===== config.mk =====
export PLATFORM = sky130hd
export DESIGN_NAME = dcr_config_bank
export DESIGN_NICKNAME = d
export VERILOG_FILES = /design/src/rtl/dcr_pkg.sv /design/src/rtl/dcr_config_bank.sv
export VERILOG_INCLUDE_DIRS = /design/src /design/src/rtl
export SDC_FILE = /design/constraint.sdc
export NUM_CORES = 1
export LEC_CHECK = 0
export BUFFER_PORTS_ARGS = -buffer_cell sky130_fd_sc_hd__buf_2
export CORE_AREA = 4 4 142 144
export CTS_CLUSTER_DIAMETER = 200
export DETAILED_ROUTE_END_ITERATION = 10
export DIE_AREA = 0 0 146 148
export GPL_ROUTABILITY_DRIVEN = 1
export PLACE_DENSITY_LB_ADDON = 0.25
export SYNTH_ARGS = -nofsm -noshare
export SYNTH_HDL_FRONTEND = slang
export SYNTH_SLANG_ARGS = --single-unit

===== constraint.sdc =====
create_clock -name core_clk_in -period 5.5 [get_ports core_clk_in]
set_clock_uncertainty 0.15 [all_clocks]
set_input_delay 0.275 -clock core_clk_in [delete_from_list [all_inputs] [get_ports core_clk_in]]
set_output_delay 0.275 -clock core_clk_in [all_outputs]
set_load 0.01 [all_outputs]

===== src/rtl/dcr_map.svh =====
// register offsets, field positions and reset values of the config bank
`ifndef DCR_MAP_SVH
`define DCR_MAP_SVH

`define DCR_ADDR_IFACE 5'h00
`define DCR_ADDR_INTERP 5'h01
`define DCR_ADDR_INPUT 5'h02
`define DCR_ADDR_Q_FINE 5'h09
`define DCR_ADDR_Q_COARSE 5'h0a
`define DCR_ADDR_Q_OFS_HI 5'h0b
`define DCR_ADDR_Q_OFS_LO 5'h0c
`define DCR_ADDR_VERSION 5'h0d

`define DCR_BIT_SDIO_BIDIR 7
`define DCR_BIT_LSB_FIRST 6
`define DCR_BIT_SOFT_RESET 5
`define DCR_BIT_SLEEP 4
`define DCR_BIT_POWER_DOWN 3
`define DCR_BIT_ONE_RES 2
`define DCR_BIT_PLL_LOCK 1

`define DCR_BIT_ZERO_STUFF 3
`define DCR_BIT_REAL_MIX 2
`define DCR_BIT_POS_EXP 1
`define DCR_BIT_PIN_RATE_CLK 0

`define DCR_BIT_OFFSET_BIN 7
`define DCR_BIT_ONE_PORT 6
`define DCR_BIT_STRONG_DRV 5
`define DCR_BIT_RATE_INV 4
`define DCR_BIT_SPCLK_INV 2
`define DCR_BIT_SEL_INV 1
`define DCR_BIT_Q_FIRST 0

`define DCR_BIT_INSTR_READ 7
`define DCR_BIT_OFS_DIR 7

`define DCR_MASK_IFACE 8'hdc
`define DCR_MASK_INTERP 8'hff
`define DCR_MASK_INPUT 8'hf7
`define DCR_MASK_Q_FINE 8'hff
`define DCR_MASK_Q_COARSE 8'h0f
`define DCR_MASK_Q_OFS_HI 8'hff
`define DCR_MASK_Q_OFS_LO 8'h83

`define DCR_RST_IFACE 8'h00
`define DCR_RST_INTERP 8'h04
`define DCR_RST_INPUT 8'h00
`define DCR_RST_Q_FINE 8'h00
`define DCR_RST_Q_COARSE 8'h00
`define DCR_RST_Q_OFS_HI 8'h00
`define DCR_RST_Q_OFS_LO 8'h00

`endif


===== src/rtl/dcr_pkg.sv =====
// types shared by the config register bank
package dcr_pkg;

    // decoded settings handed to the converter datapath
    typedef struct packed {
        logic [1:0] interp_sel;
        logic [1:0] mod_sel;
        logic zero_stuff;
        logic real_mix;
        logic pos_exponent;
        logic one_resistor;
        logic offset_binary;
        logic one_port;
        logic strong_drive;
        logic q_first;
        logic [7:0] q_fine;
        logic [3:0] q_coarse;
        logic [9:0] q_offset;
        logic q_offset_to_b;
    } dcr_cfg_t;

    typedef struct packed {
        logic [7:0] r_iface;
        logic [7:0] r_interp;
        logic [7:0] r_input;
        logic [7:0] r_q_fine;
        logic [7:0] r_q_coarse;
        logic [7:0] r_q_ofs_hi;
        logic [7:0] r_q_ofs_lo;
        logic sclk_prev;
        logic data_phase;
        logic read_op;
        logic [2:0] bit_cnt;
        logic [7:0] shift_in;
        logic [7:0] shift_out;
        logic [4:0] addr;
        logic dout;
    } dcr_state_t;

endpackage


===== src/rtl/dcr_config_bank.sv =====
// serial-port configuration and status register bank of the dual converter
//
// Operation
// - sdio drives only when bidir bit set, read
// - bit-order bit picks msb or lsb first
// - soft reset restores defaults, reads zero
// - soft reset spares reg 0; pin resets all
// - sleep turns off converter output currents
// - power-down stops all but serial port
// - one-resistor mode halves full-scale currents
// - lock bit reports pll lock state
// - interpolation field selects 1x 2x 4x 8x
// - modulation field: none, fs/2, fs/4, fs/8
// - zero-stuff bit enables zero insertion
// - mix bit: real default, clear complex
// - sign bit picks negative or positive exponent
// - two-port pin carries lock or rate clock
// - format bit: twos complement or straight binary
// - port bit: two-port default, one-port interleaved
// - drive bit strengthens rate clock driver
// - invert bit flips rate clock output pin
// - invert bit flips single-port clock pin
// - select polarity maps select input to channel
// - pair order bit: iq or qi pairs
// - q fine gain is eight-bit unsigned
// - q offset is ten bits, high then low
// - direction bit steers offset to output a/b
`include "dcr_map.svh"

module dcr_config_bank
    import dcr_pkg::*;
#(
    parameter logic [7:0] VERSION_ID = 8'h01 // arbitrary value
) (
    input wire logic core_clk_in,
    input wire logic sys_rst_in,
    input wire logic hw_reset_pin_in,
    input wire logic port_sclk_in,
    input wire logic port_cs_n_in,
    input wire logic sdio_in,
    output logic sdio_out,
    output logic sdio_oe_n_out,
    output logic sdo_out,
    input wire logic pll_locked_in,
    input wire logic rate_clock_in,
    input wire logic single_port_clock_in,
    input wire logic channel_select_input_in,
    output logic rate_clock_out,
    output logic single_port_clock_pin_out,
    output logic route_to_q_out,
    output logic dac_current_on_out,
    output logic core_run_out,
    output dcr_cfg_t cfg_out
);

    dcr_state_t q, d;
    logic rst;
    logic sclk_rise;
    logic byte_done;
    logic [7:0] next_byte;
    logic wr_en;
    logic soft_rst;
    logic [7:0] rd_val;

    assign rst = sys_rst_in | hw_reset_pin_in;

    // ----------------------------------------------------------------
    // register read mux
    // ----------------------------------------------------------------
    function automatic logic [7:0] read_reg(input dcr_state_t s,
                                            input logic [4:0] a,
                                            input logic lock);
        logic [7:0] v;
        v = 8'h00;
        unique case (a)
            `DCR_ADDR_IFACE: begin
                v = s.r_iface & `DCR_MASK_IFACE;
                v[`DCR_BIT_PLL_LOCK] = lock;
            end
            `DCR_ADDR_INTERP: v = s.r_interp;
            `DCR_ADDR_INPUT: v = s.r_input & `DCR_MASK_INPUT;
            `DCR_ADDR_Q_FINE: v = s.r_q_fine;
            `DCR_ADDR_Q_COARSE: v = s.r_q_coarse & `DCR_MASK_Q_COARSE;
            `DCR_ADDR_Q_OFS_HI: v = s.r_q_ofs_hi;
            `DCR_ADDR_Q_OFS_LO: v = s.r_q_ofs_lo & `DCR_MASK_Q_OFS_LO;
            `DCR_ADDR_VERSION: v = VERSION_ID;
            default: v = 8'h00;
        endcase
        return v;
    endfunction

    // ----------------------------------------------------------------
    // serial shift and register update
    // ----------------------------------------------------------------
    assign sclk_rise = port_sclk_in & ~q.sclk_prev & ~port_cs_n_in;
    assign byte_done = sclk_rise & (q.bit_cnt == 3'd7);
    assign next_byte = q.r_iface[`DCR_BIT_LSB_FIRST]
        ? {sdio_in, q.shift_in[7:1]} : {q.shift_in[6:0], sdio_in};
    assign wr_en = byte_done & q.data_phase & ~q.read_op;
    assign soft_rst = wr_en & (q.addr == `DCR_ADDR_IFACE)
        & next_byte[`DCR_BIT_SOFT_RESET];
    assign rd_val = read_reg(q, `DCR_ADDR_IFACE, pll_locked_in);

    always_comb begin
        d = q;
        d.sclk_prev = port_sclk_in;
        if (port_cs_n_in) begin
            d.data_phase = 1'b0;
            d.bit_cnt = 3'd0;
        end else if (sclk_rise) begin
            d.shift_in = next_byte;
            d.bit_cnt = q.bit_cnt + 3'd1;
        end
        if (byte_done && !q.data_phase) begin
            d.data_phase = 1'b1;
            d.read_op = next_byte[`DCR_BIT_INSTR_READ];
            d.addr = next_byte[4:0];
            d.shift_out = read_reg(q, next_byte[4:0], pll_locked_in);
        end else if (byte_done) begin
            d.addr = q.addr + 5'd1;
            d.shift_out = read_reg(q, q.addr + 5'd1, pll_locked_in);
        end
        if (wr_en) begin
            unique case (q.addr)
                `DCR_ADDR_IFACE: d.r_iface = next_byte & `DCR_MASK_IFACE;
                `DCR_ADDR_INTERP: d.r_interp = next_byte;
                `DCR_ADDR_INPUT: d.r_input = next_byte & `DCR_MASK_INPUT;
                `DCR_ADDR_Q_FINE: d.r_q_fine = next_byte;
                `DCR_ADDR_Q_COARSE:
                    d.r_q_coarse = next_byte & `DCR_MASK_Q_COARSE;
                `DCR_ADDR_Q_OFS_HI: d.r_q_ofs_hi = next_byte;
                `DCR_ADDR_Q_OFS_LO:
                    d.r_q_ofs_lo = next_byte & `DCR_MASK_Q_OFS_LO;
                default: d.r_iface = d.r_iface;
            endcase
        end
        if (soft_rst) begin
            // reg 0 keeps what was just written
            d.r_interp = `DCR_RST_INTERP;
            d.r_input = `DCR_RST_INPUT;
            d.r_q_fine = `DCR_RST_Q_FINE;
            d.r_q_coarse = `DCR_RST_Q_COARSE;
            d.r_q_ofs_hi = `DCR_RST_Q_OFS_HI;
            d.r_q_ofs_lo = `DCR_RST_Q_OFS_LO;
        end
        // present the bit for the next rising edge
        if (q.r_iface[`DCR_BIT_LSB_FIRST]) begin
            d.dout = d.shift_out[d.bit_cnt];
        end else begin
            d.dout = d.shift_out[3'd7 - d.bit_cnt];
        end
    end

    always_ff @(posedge core_clk_in) begin
        if (rst) begin
            q <= '0;
            q.r_iface <= `DCR_RST_IFACE;
            q.r_interp <= `DCR_RST_INTERP;
            q.r_input <= `DCR_RST_INPUT;
            q.r_q_fine <= `DCR_RST_Q_FINE;
            q.r_q_coarse <= `DCR_RST_Q_COARSE;
            q.r_q_ofs_hi <= `DCR_RST_Q_OFS_HI;
            q.r_q_ofs_lo <= `DCR_RST_Q_OFS_LO;
        end else begin
            q <= d;
        end
    end

    // ----------------------------------------------------------------
    // pins and decoded settings
    // ----------------------------------------------------------------
    assign sdio_out = q.dout;
    assign sdo_out = q.dout;
    assign sdio_oe_n_out = ~(q.r_iface[`DCR_BIT_SDIO_BIDIR] & q.data_phase
        & q.read_op & ~port_cs_n_in);

    assign dac_current_on_out = ~q.r_iface[`DCR_BIT_SLEEP]
        & ~q.r_iface[`DCR_BIT_POWER_DOWN];
    assign core_run_out = ~q.r_iface[`DCR_BIT_POWER_DOWN];

    assign rate_clock_out = (~q.r_input[`DCR_BIT_ONE_PORT]
        & ~q.r_interp[`DCR_BIT_PIN_RATE_CLK]) ? pll_locked_in
        : rate_clock_in ^ q.r_input[`DCR_BIT_RATE_INV];
    assign single_port_clock_pin_out =
        single_port_clock_in ^ q.r_input[`DCR_BIT_SPCLK_INV];
    assign route_to_q_out =
        channel_select_input_in ^ q.r_input[`DCR_BIT_SEL_INV];

    always_comb begin
        cfg_out.interp_sel = q.r_interp[7:6];
        cfg_out.mod_sel = q.r_interp[5:4];
        cfg_out.zero_stuff = q.r_interp[`DCR_BIT_ZERO_STUFF];
        cfg_out.real_mix = q.r_interp[`DCR_BIT_REAL_MIX];
        cfg_out.pos_exponent = q.r_interp[`DCR_BIT_POS_EXP];
        cfg_out.one_resistor = q.r_iface[`DCR_BIT_ONE_RES];
        cfg_out.offset_binary = q.r_input[`DCR_BIT_OFFSET_BIN];
        cfg_out.one_port = q.r_input[`DCR_BIT_ONE_PORT];
        cfg_out.strong_drive = q.r_input[`DCR_BIT_STRONG_DRV];
        cfg_out.q_first = q.r_input[`DCR_BIT_Q_FIRST];
        cfg_out.q_fine = q.r_q_fine;
        cfg_out.q_coarse = q.r_q_coarse[3:0];
        cfg_out.q_offset = {q.r_q_ofs_hi, q.r_q_ofs_lo[1:0]};
        cfg_out.q_offset_to_b = q.r_q_ofs_lo[`DCR_BIT_OFS_DIR];
    end

    // ----------------------------------------------------------------
    // assertions
    // ----------------------------------------------------------------
    a_sdio_input_only: assert property (@(posedge core_clk_in)
        disable iff (rst) !q.r_iface[`DCR_BIT_SDIO_BIDIR] |-> sdio_oe_n_out)
        else $error("sdio driven while bidir bit clear");

    a_lsb_shift_in: assert property (@(posedge core_clk_in)
        disable iff (rst)
        sclk_rise && q.r_iface[`DCR_BIT_LSB_FIRST]
        |=> q.shift_in[7] == $past(sdio_in))
        else $error("lsb-first shift took wrong bit");

    a_reset_bit_zero: assert property (@(posedge core_clk_in)
        disable iff (rst) rd_val[`DCR_BIT_SOFT_RESET] == 1'b0)
        else $error("soft reset bit read back as one");

    a_soft_reset_keep: assert property (@(posedge core_clk_in)
        disable iff (rst) soft_rst
        |=> q.r_interp == `DCR_RST_INTERP && q.r_q_fine == `DCR_RST_Q_FINE
            && q.r_iface == ($past(next_byte) & `DCR_MASK_IFACE))
        else $error("soft reset handled reg 0 or defaults wrongly");

    a_hard_reset_all: assert property (@(posedge core_clk_in)
        rst |=> q.r_iface == `DCR_RST_IFACE && q.r_interp == `DCR_RST_INTERP
            && q.r_input == `DCR_RST_INPUT)
        else $error("pin reset left a register off default");

    a_sleep_currents: assert property (@(posedge core_clk_in)
        disable iff (rst) $rose(q.r_iface[`DCR_BIT_SLEEP])
        |-> !dac_current_on_out && core_run_out == !q.r_iface[3])
        else $error("sleep left output currents on");

    a_power_down_core: assert property (@(posedge core_clk_in)
        disable iff (rst) q.r_iface[`DCR_BIT_POWER_DOWN]
        |-> !core_run_out && !dac_current_on_out)
        else $error("power-down left core running");

    a_lock_status: assert property (@(posedge core_clk_in)
        disable iff (rst) rd_val[`DCR_BIT_PLL_LOCK] == pll_locked_in)
        else $error("lock bit disagrees with pll");

    a_lock_on_pin: assert property (@(posedge core_clk_in)
        disable iff (rst) !q.r_input[`DCR_BIT_ONE_PORT]
        && !q.r_interp[`DCR_BIT_PIN_RATE_CLK]
        |-> rate_clock_out == pll_locked_in)
        else $error("shared pin not carrying lock");

    a_channel_route: assert property (@(posedge core_clk_in)
        disable iff (rst) route_to_q_out
        == (channel_select_input_in != q.r_input[`DCR_BIT_SEL_INV]))
        else $error("channel routing polarity wrong");

    a_offset_word: assert property (@(posedge core_clk_in)
        disable iff (rst) cfg_out.q_offset[9:2] == q.r_q_ofs_hi
        && cfg_out.q_offset[1:0] == q.r_q_ofs_lo[1:0])
        else $error("offset word assembled wrongly");

    a_sdio_follows_rw: assert property (@(posedge core_clk_in)
        disable iff (rst) q.r_iface[`DCR_BIT_SDIO_BIDIR] && q.data_phase
        && !port_cs_n_in |-> sdio_oe_n_out == !q.read_op)
        else $error("sdio direction ignores instruction bit");

    a_msb_shift_in: assert property (@(posedge core_clk_in)
        disable iff (rst)
        sclk_rise && !q.r_iface[`DCR_BIT_LSB_FIRST]
        |=> q.shift_in[0] == $past(sdio_in))
        else $error("msb-first shift took wrong bit");

    a_reset_read_zero: assert property (@(posedge core_clk_in)
        disable iff (rst)
        byte_done && !q.data_phase && next_byte[4:0] == `DCR_ADDR_IFACE
        |=> !q.shift_out[`DCR_BIT_SOFT_RESET])
        else $error("soft reset bit shifted out as one");

    a_soft_reset_rest: assert property (@(posedge core_clk_in)
        disable iff (rst) soft_rst
        |=> q.r_input == `DCR_RST_INPUT && q.r_q_coarse == `DCR_RST_Q_COARSE
            && q.r_q_ofs_hi == `DCR_RST_Q_OFS_HI
            && q.r_q_ofs_lo == `DCR_RST_Q_OFS_LO)
        else $error("soft reset left a register off default");

    a_hard_reset_rest: assert property (@(posedge core_clk_in)
        rst |=> q.r_q_fine == `DCR_RST_Q_FINE
            && q.r_q_coarse == `DCR_RST_Q_COARSE
            && q.r_q_ofs_hi == `DCR_RST_Q_OFS_HI
            && q.r_q_ofs_lo == `DCR_RST_Q_OFS_LO)
        else $error("pin reset left a gain word off default");

    a_sleep_only: assert property (@(posedge core_clk_in)
        disable iff (rst) q.r_iface[`DCR_BIT_SLEEP]
        && !q.r_iface[`DCR_BIT_POWER_DOWN]
        |-> !dac_current_on_out && core_run_out)
        else $error("sleep did more than stop output currents");

    a_port_alive_down: assert property (@(posedge core_clk_in)
        disable iff (rst) q.r_iface[`DCR_BIT_POWER_DOWN] && sclk_rise
        |=> q.bit_cnt == $past(q.bit_cnt) + 3'd1)
        else $error("serial port stalled in power-down");

    a_one_resistor: assert property (@(posedge core_clk_in)
        disable iff (rst) wr_en && q.addr == `DCR_ADDR_IFACE
        |=> cfg_out.one_resistor == $past(next_byte[`DCR_BIT_ONE_RES]))
        else $error("resistor mode bit not taken");

    a_lock_read_path: assert property (@(posedge core_clk_in)
        disable iff (rst)
        byte_done && !q.data_phase && next_byte[4:0] == `DCR_ADDR_IFACE
        |=> q.shift_out[`DCR_BIT_PLL_LOCK] == $past(pll_locked_in))
        else $error("lock bit not loaded for readout");

    a_interp_write: assert property (@(posedge core_clk_in)
        disable iff (rst) wr_en && q.addr == `DCR_ADDR_INTERP
        |=> cfg_out.interp_sel == $past(next_byte[7:6]))
        else $error("interpolation field not taken");

    a_mod_write: assert property (@(posedge core_clk_in)
        disable iff (rst) wr_en && q.addr == `DCR_ADDR_INTERP
        |=> cfg_out.mod_sel == $past(next_byte[5:4]))
        else $error("modulation field not taken");

    a_zero_stuff: assert property (@(posedge core_clk_in)
        disable iff (rst) wr_en && q.addr == `DCR_ADDR_INTERP
        |=> cfg_out.zero_stuff == $past(next_byte[`DCR_BIT_ZERO_STUFF]))
        else $error("zero-stuff bit not taken");

    a_mix_default: assert property (@(posedge core_clk_in)
        rst |=> cfg_out.real_mix && !cfg_out.pos_exponent)
        else $error("mix mode not real after reset");

    a_exp_sign: assert property (@(posedge core_clk_in)
        disable iff (rst) wr_en && q.addr == `DCR_ADDR_INTERP
        |=> cfg_out.pos_exponent == $past(next_byte[`DCR_BIT_POS_EXP]))
        else $error("exponent sign bit not taken");

    a_rate_clock_inv: assert property (@(posedge core_clk_in)
        disable iff (rst)
        q.r_input[`DCR_BIT_ONE_PORT] || q.r_interp[`DCR_BIT_PIN_RATE_CLK]
        |-> rate_clock_out
            == (rate_clock_in != q.r_input[`DCR_BIT_RATE_INV]))
        else $error("rate clock pin polarity wrong");

    a_input_format: assert property (@(posedge core_clk_in)
        disable iff (rst) wr_en && q.addr == `DCR_ADDR_INPUT
        |=> cfg_out.offset_binary == $past(next_byte[`DCR_BIT_OFFSET_BIN]))
        else $error("input format bit not taken");

    a_port_mode: assert property (@(posedge core_clk_in)
        disable iff (rst) wr_en && q.addr == `DCR_ADDR_INPUT
        |=> cfg_out.one_port == $past(next_byte[`DCR_BIT_ONE_PORT]))
        else $error("port mode bit not taken");

    a_drive_strength: assert property (@(posedge core_clk_in)
        disable iff (rst) wr_en && q.addr == `DCR_ADDR_INPUT
        |=> cfg_out.strong_drive == $past(next_byte[`DCR_BIT_STRONG_DRV]))
        else $error("drive strength bit not taken");

    a_spclk_invert: assert property (@(posedge core_clk_in)
        disable iff (rst) single_port_clock_pin_out
        == (single_port_clock_in != q.r_input[`DCR_BIT_SPCLK_INV]))
        else $error("single-port clock polarity wrong");

    a_pair_order: assert property (@(posedge core_clk_in)
        disable iff (rst) wr_en && q.addr == `DCR_ADDR_INPUT
        |=> cfg_out.q_first == $past(next_byte[`DCR_BIT_Q_FIRST]))
        else $error("pair order bit not taken");

    a_fine_gain: assert property (@(posedge core_clk_in)
        disable iff (rst) wr_en && q.addr == `DCR_ADDR_Q_FINE
        |=> cfg_out.q_fine == $past(next_byte))
        else $error("fine gain word not taken");

    a_offset_dir: assert property (@(posedge core_clk_in)
        disable iff (rst) wr_en && q.addr == `DCR_ADDR_Q_OFS_LO
        |=> cfg_out.q_offset_to_b == $past(next_byte[`DCR_BIT_OFS_DIR]))
        else $error("offset direction bit not taken");

    a_undef_bits_zero: assert property (@(posedge core_clk_in)
        disable iff (rst) wr_en && q.addr == `DCR_ADDR_Q_COARSE
        |=> q.r_q_coarse[7:4] == 4'h0)
        else $error("undefined coarse bits stored");

endmodule // dcr_config_bank


==> reports/summary.md <==
• met1 Track Usage GR: 19.9%
• max-slew violation count: 0
• critical path start-end classification: flop to flop
• total clock buffers created by CTS: 9
• count of pins on the block boundary: 53
• biggest area contributors in the synthesized netlist: sky130_fd_sc_hd__dfxtp_1, sky130_fd_sc_hd__nor2_1, sky130_fd_sc_hd__a21oi_1
• number of sinks driven by the clock tree: 71
• diode count: 0
• end of the critical path: sdio_out
• post-layout minimum cycle time: 3.84 ns
• Routed WL per cell: 20.3 um
• slew at the pin closest to its max-slew limit: 0.940 ns
• P_leak: 1.80 nW
• overall die height: 148 um
• nets: 601
• Slew Limit Headroom: 35.5%
• Post-CTS Hold Fix Bufs: 0
• sequential fraction of the synthesis area: 30.6%
• area leader, netlist: sky130_fd_sc_hd__dfxtp_1
• global-route wire length before repair: 25.7 mm
• critical-path maximum fanout: 25
• source-to-sink clock delay at the later pin of the worst-skew pair: 0.34 ns
• Final setup violation count: 0
• clock share of power: 50.1%
• Filler Cell Count: 2,011
• share of Yosys cell area claimed by the top area cell type: 30.6%
• setup bufs post-CTS: 0
• number of instances resized during post-cts repair: 0
• kind of end point of the critical path: flop
• post-route antenna net violation count: 0
• total routed wirelength: 16.7 mm
• fraction of power consumed by combinational cells: 5.3%
• run status: completed
• startpoint of the most critical register-to-register path: q[82]
• Syn Inst Count: 594
• count of TritonRoute iterations in the first routing pass: 7
• Crit path required time: 5.63 ns
• number of global-route vias before repair: 4,327
• number of flops mapped to enable cells by yosys: 0
• Yosys warning total: 0
• largest net degree at the start of global routing: 39
• total of flip-flops plus latches after synthesis: 71
• final cycle utilization of the critical path: 69.8%
• grt met3 use: 2.24%
• post-route DRC violation count: 0
• CTS tree: yes
• startpoint types: flop
• overall die area: 21,600 um^2
• Mapped Nets: 611
• number of maximum-capacitance violations: 0
• layout cells sized above 1: 17.2%
• reg-to-reg critical path endpoint: sdio_out
• Synth-to-Final Area Change: 9.14%
• mapped cell area: 4650 um^2
• Final WS setup: 1.66 ns
• Internal Dissipation: 0.000907 W
• Port Buf Inserts: 52
• met2 Usage GRT: 24.6%
• kind of path behind the tightest hold check: input port to flop
• initial core utilization: 24.9%
• relative contribution of sequential cells to total power: 44.6%
• clock-pin slew on the worst setup and hold paths: 0.06 ns
• register-to-register path setup slack: 1.66 ns
• FP Rows: 50
• post-synth cell types: 72
• sw power: 0.000265 W
• Die W: 146 um
• WP data arrival: 3.98 ns
• number of cells on the worst reg-to-reg path: 9
• synth cell count leaders: sky130_fd_sc_hd__nor2_1, sky130_fd_sc_hd__dfxtp_1, sky130_fd_sc_hd__a21oi_1
• root buffer cell: sky130_fd_sc_hd__clkbuf_16
• peak supply drop: 129 uV
• maximum level of the CTS H-tree: 3
• count of endpoints failing hold in the final timing report: 0
• RSZ-0062 raised after global routing: false
• total routing usage reported by global routing: 15.3%
• post-placement setup slack: 1.80 ns
• final estimated routing congestion in global placement: 0.965
• number of vias in the routed layout: 4,547
• detailed placement HPWL: 12.3 mm
• clock buffer depth: 2
• initial antenna violation count: 0
• most instantiated flip-flop cell in the synthesis netlist: sky130_fd_sc_hd__dfxtp_1
• Starting DRT DRC Count: 601
• placeable core area: 18,700 um^2
• async set-reset flop share out of synthesis: 0%
• timing startpoint of the critical path: q[82]
• final total negative setup slack: 0 ns
• detailed-route vias per instance: 5.53
• most frequent cell after synthesis: sky130_fd_sc_hd__nor2_1
• switching fraction of total power: 22.6%
• overall overflow remaining after global route: 0
• gr busiest metal: met2
• f_max: 260 MHz
• mean post-synth cell area: 7.83 um^2
• power per cell area: 231 nW/um^2
logic make-up after synthesis:
kind of cell             synth area share (%)
buffers and inverters                    11.4
adder cells (fa/ha/maj)                  1.88
multiplexers                             4.63
flip-flops                               30.6
XOR/XNOR                                0.942
AO/OA/AOI/OAI                            28.1
AND/OR/NAND/NOR                          22.5
flip-flops by register name, summed over array words and instances (netlist names):
name	flops
cfg_out	35
sdio_out	1
q	35
power by group through the flow:
stage           logic, W  registers (W)  clock network [W]
5_1_grt        0.0000670       0.000522           0.000620
3_5_place_dp   0.0000611       0.000533                  0
4_1_cts        0.0000613       0.000522           0.000602
6_report       0.0000618       0.000522           0.000588
2_1_floorplan  0.0000424       0.000531                  0
3_3_place_gp   0.0000604       0.000533                  0
worst min path at each step:
| stage | startpoint | endpoint | slack (ns) | cells after the start |
|---|---|---|---|---|
| 6_report | port_sclk_in | q[27] | 0.03 | 2 |
| 5_1_grt | port_sclk_in | q[27] | 0.04 | 2 |
| 4_1_cts | port_sclk_in | q[27] | 0.01 | 2 |
| 3_5_place_dp | cfg_out[3] | cfg_out[3] | 0.35 | 2 |
| 3_3_place_gp | q[21] | q[21] | 0.35 | 2 |
| 2_1_floorplan | port_sclk_in | q[27] | 0.25 | 1 |
placed cells by master (no fill, tap or decap), types with 4 or more instances in the layout:
cell,synthesis,final
sky130_fd_sc_hd__nor4bb_1,5,5
sky130_fd_sc_hd__nand2_1,24,24
sky130_fd_sc_hd__o211ai_1,14,14
sky130_fd_sc_hd__and3_1,4,4
sky130_fd_sc_hd__a221oi_1,4,4
sky130_fd_sc_hd__nor2_1,112,112
sky130_fd_sc_hd__buf_2,16,52
sky130_fd_sc_hd__or2_2,4,4
sky130_fd_sc_hd__nand4_1,4,4
sky130_fd_sc_hd__inv_1,10,10
sky130_fd_sc_hd__o21ai_1,7,6
sky130_fd_sc_hd__o22a_1,4,4
sky130_fd_sc_hd__buf_4,37,7
sky130_fd_sc_hd__a211oi_1,11,11
sky130_fd_sc_hd__nor3_1,8,8
sky130_fd_sc_hd__a222oi_1,10,10
sky130_fd_sc_hd__nor3b_2,4,4
sky130_fd_sc_hd__nand2b_1,4,4
sky130_fd_sc_hd__and2_1,11,11
sky130_fd_sc_hd__a22oi_1,4,4
sky130_fd_sc_hd__mux2i_1,13,13
sky130_fd_sc_hd__a21oi_1,62,62
sky130_fd_sc_hd__o21ai_0,27,27
sky130_fd_sc_hd__a31oi_1,4,4
sky130_fd_sc_hd__a22o_1,5,5
sky130_fd_sc_hd__ha_1,7,7
sky130_fd_sc_hd__nand3_1,7,7
sky130_fd_sc_hd__o31ai_1,4,4
sky130_fd_sc_hd__clkbuf_16,0,9
sky130_fd_sc_hd__dfxtp_1,71,71
layer usage:
metal	routed length (um)	part of all wire (%)	vias to the layer above
li1	-	-	2115
met3	1090	6.6	50
met5	0	0	-
met2	7720	46	210
met1	7200	43	2172
met4	645	3.9	0
layout make-up:
| type | instances | area (um^2) | area share, % |
|---|---|---|---|
| Clock inverter | 4 | 45.0 | 0.887 |
| Multi-Input combinational cell | 432 | 2700 | 53.3 |
| Sequential cell | 71 | 1420 | 28.0 |
| Tap cell | 234 | 293 | 5.77 |
| Inverter | 10 | 37.5 | 0.739 |
| Clock buffer | 11 | 253 | 4.98 |
| Timing Repair Buffer | 60 | 324 | 6.38 |
stage by stage:
stage	cells	instance area, um^2	total power [W]	util (%)	hold WS [ns]
after floorplan	594	4650	0.000573	-	0.247
after global placement	806	4770	0.000593	25.5	0.346
after detailed placement	807	4780	0.000594	25.6	0.346
after CTS	822	5080	0.00119	27.1	0.0150
after global routing	822	5080	0.00121	27.1	0.0428
final	822	5080	0.00117	27.1	0.0260
critical path: stages (launching register included):
cell	delay (ns)
sky130_fd_sc_hd__dfxtp_1	0.90
sky130_fd_sc_hd__buf_4	0.35
sky130_fd_sc_hd__nor3b_2	0.77
sky130_fd_sc_hd__nor2_1	0.31
sky130_fd_sc_hd__a221oi_4	0.51
sky130_fd_sc_hd__o31ai_1	0.18
sky130_fd_sc_hd__o211ai_2	0.13
sky130_fd_sc_hd__nor2_1	0.07
sky130_fd_sc_hd__o221ai_1	0.20
sky130_fd_sc_hd__a32o_1	0.20
No activity file was read; power rests on OpenSTA's default activity.
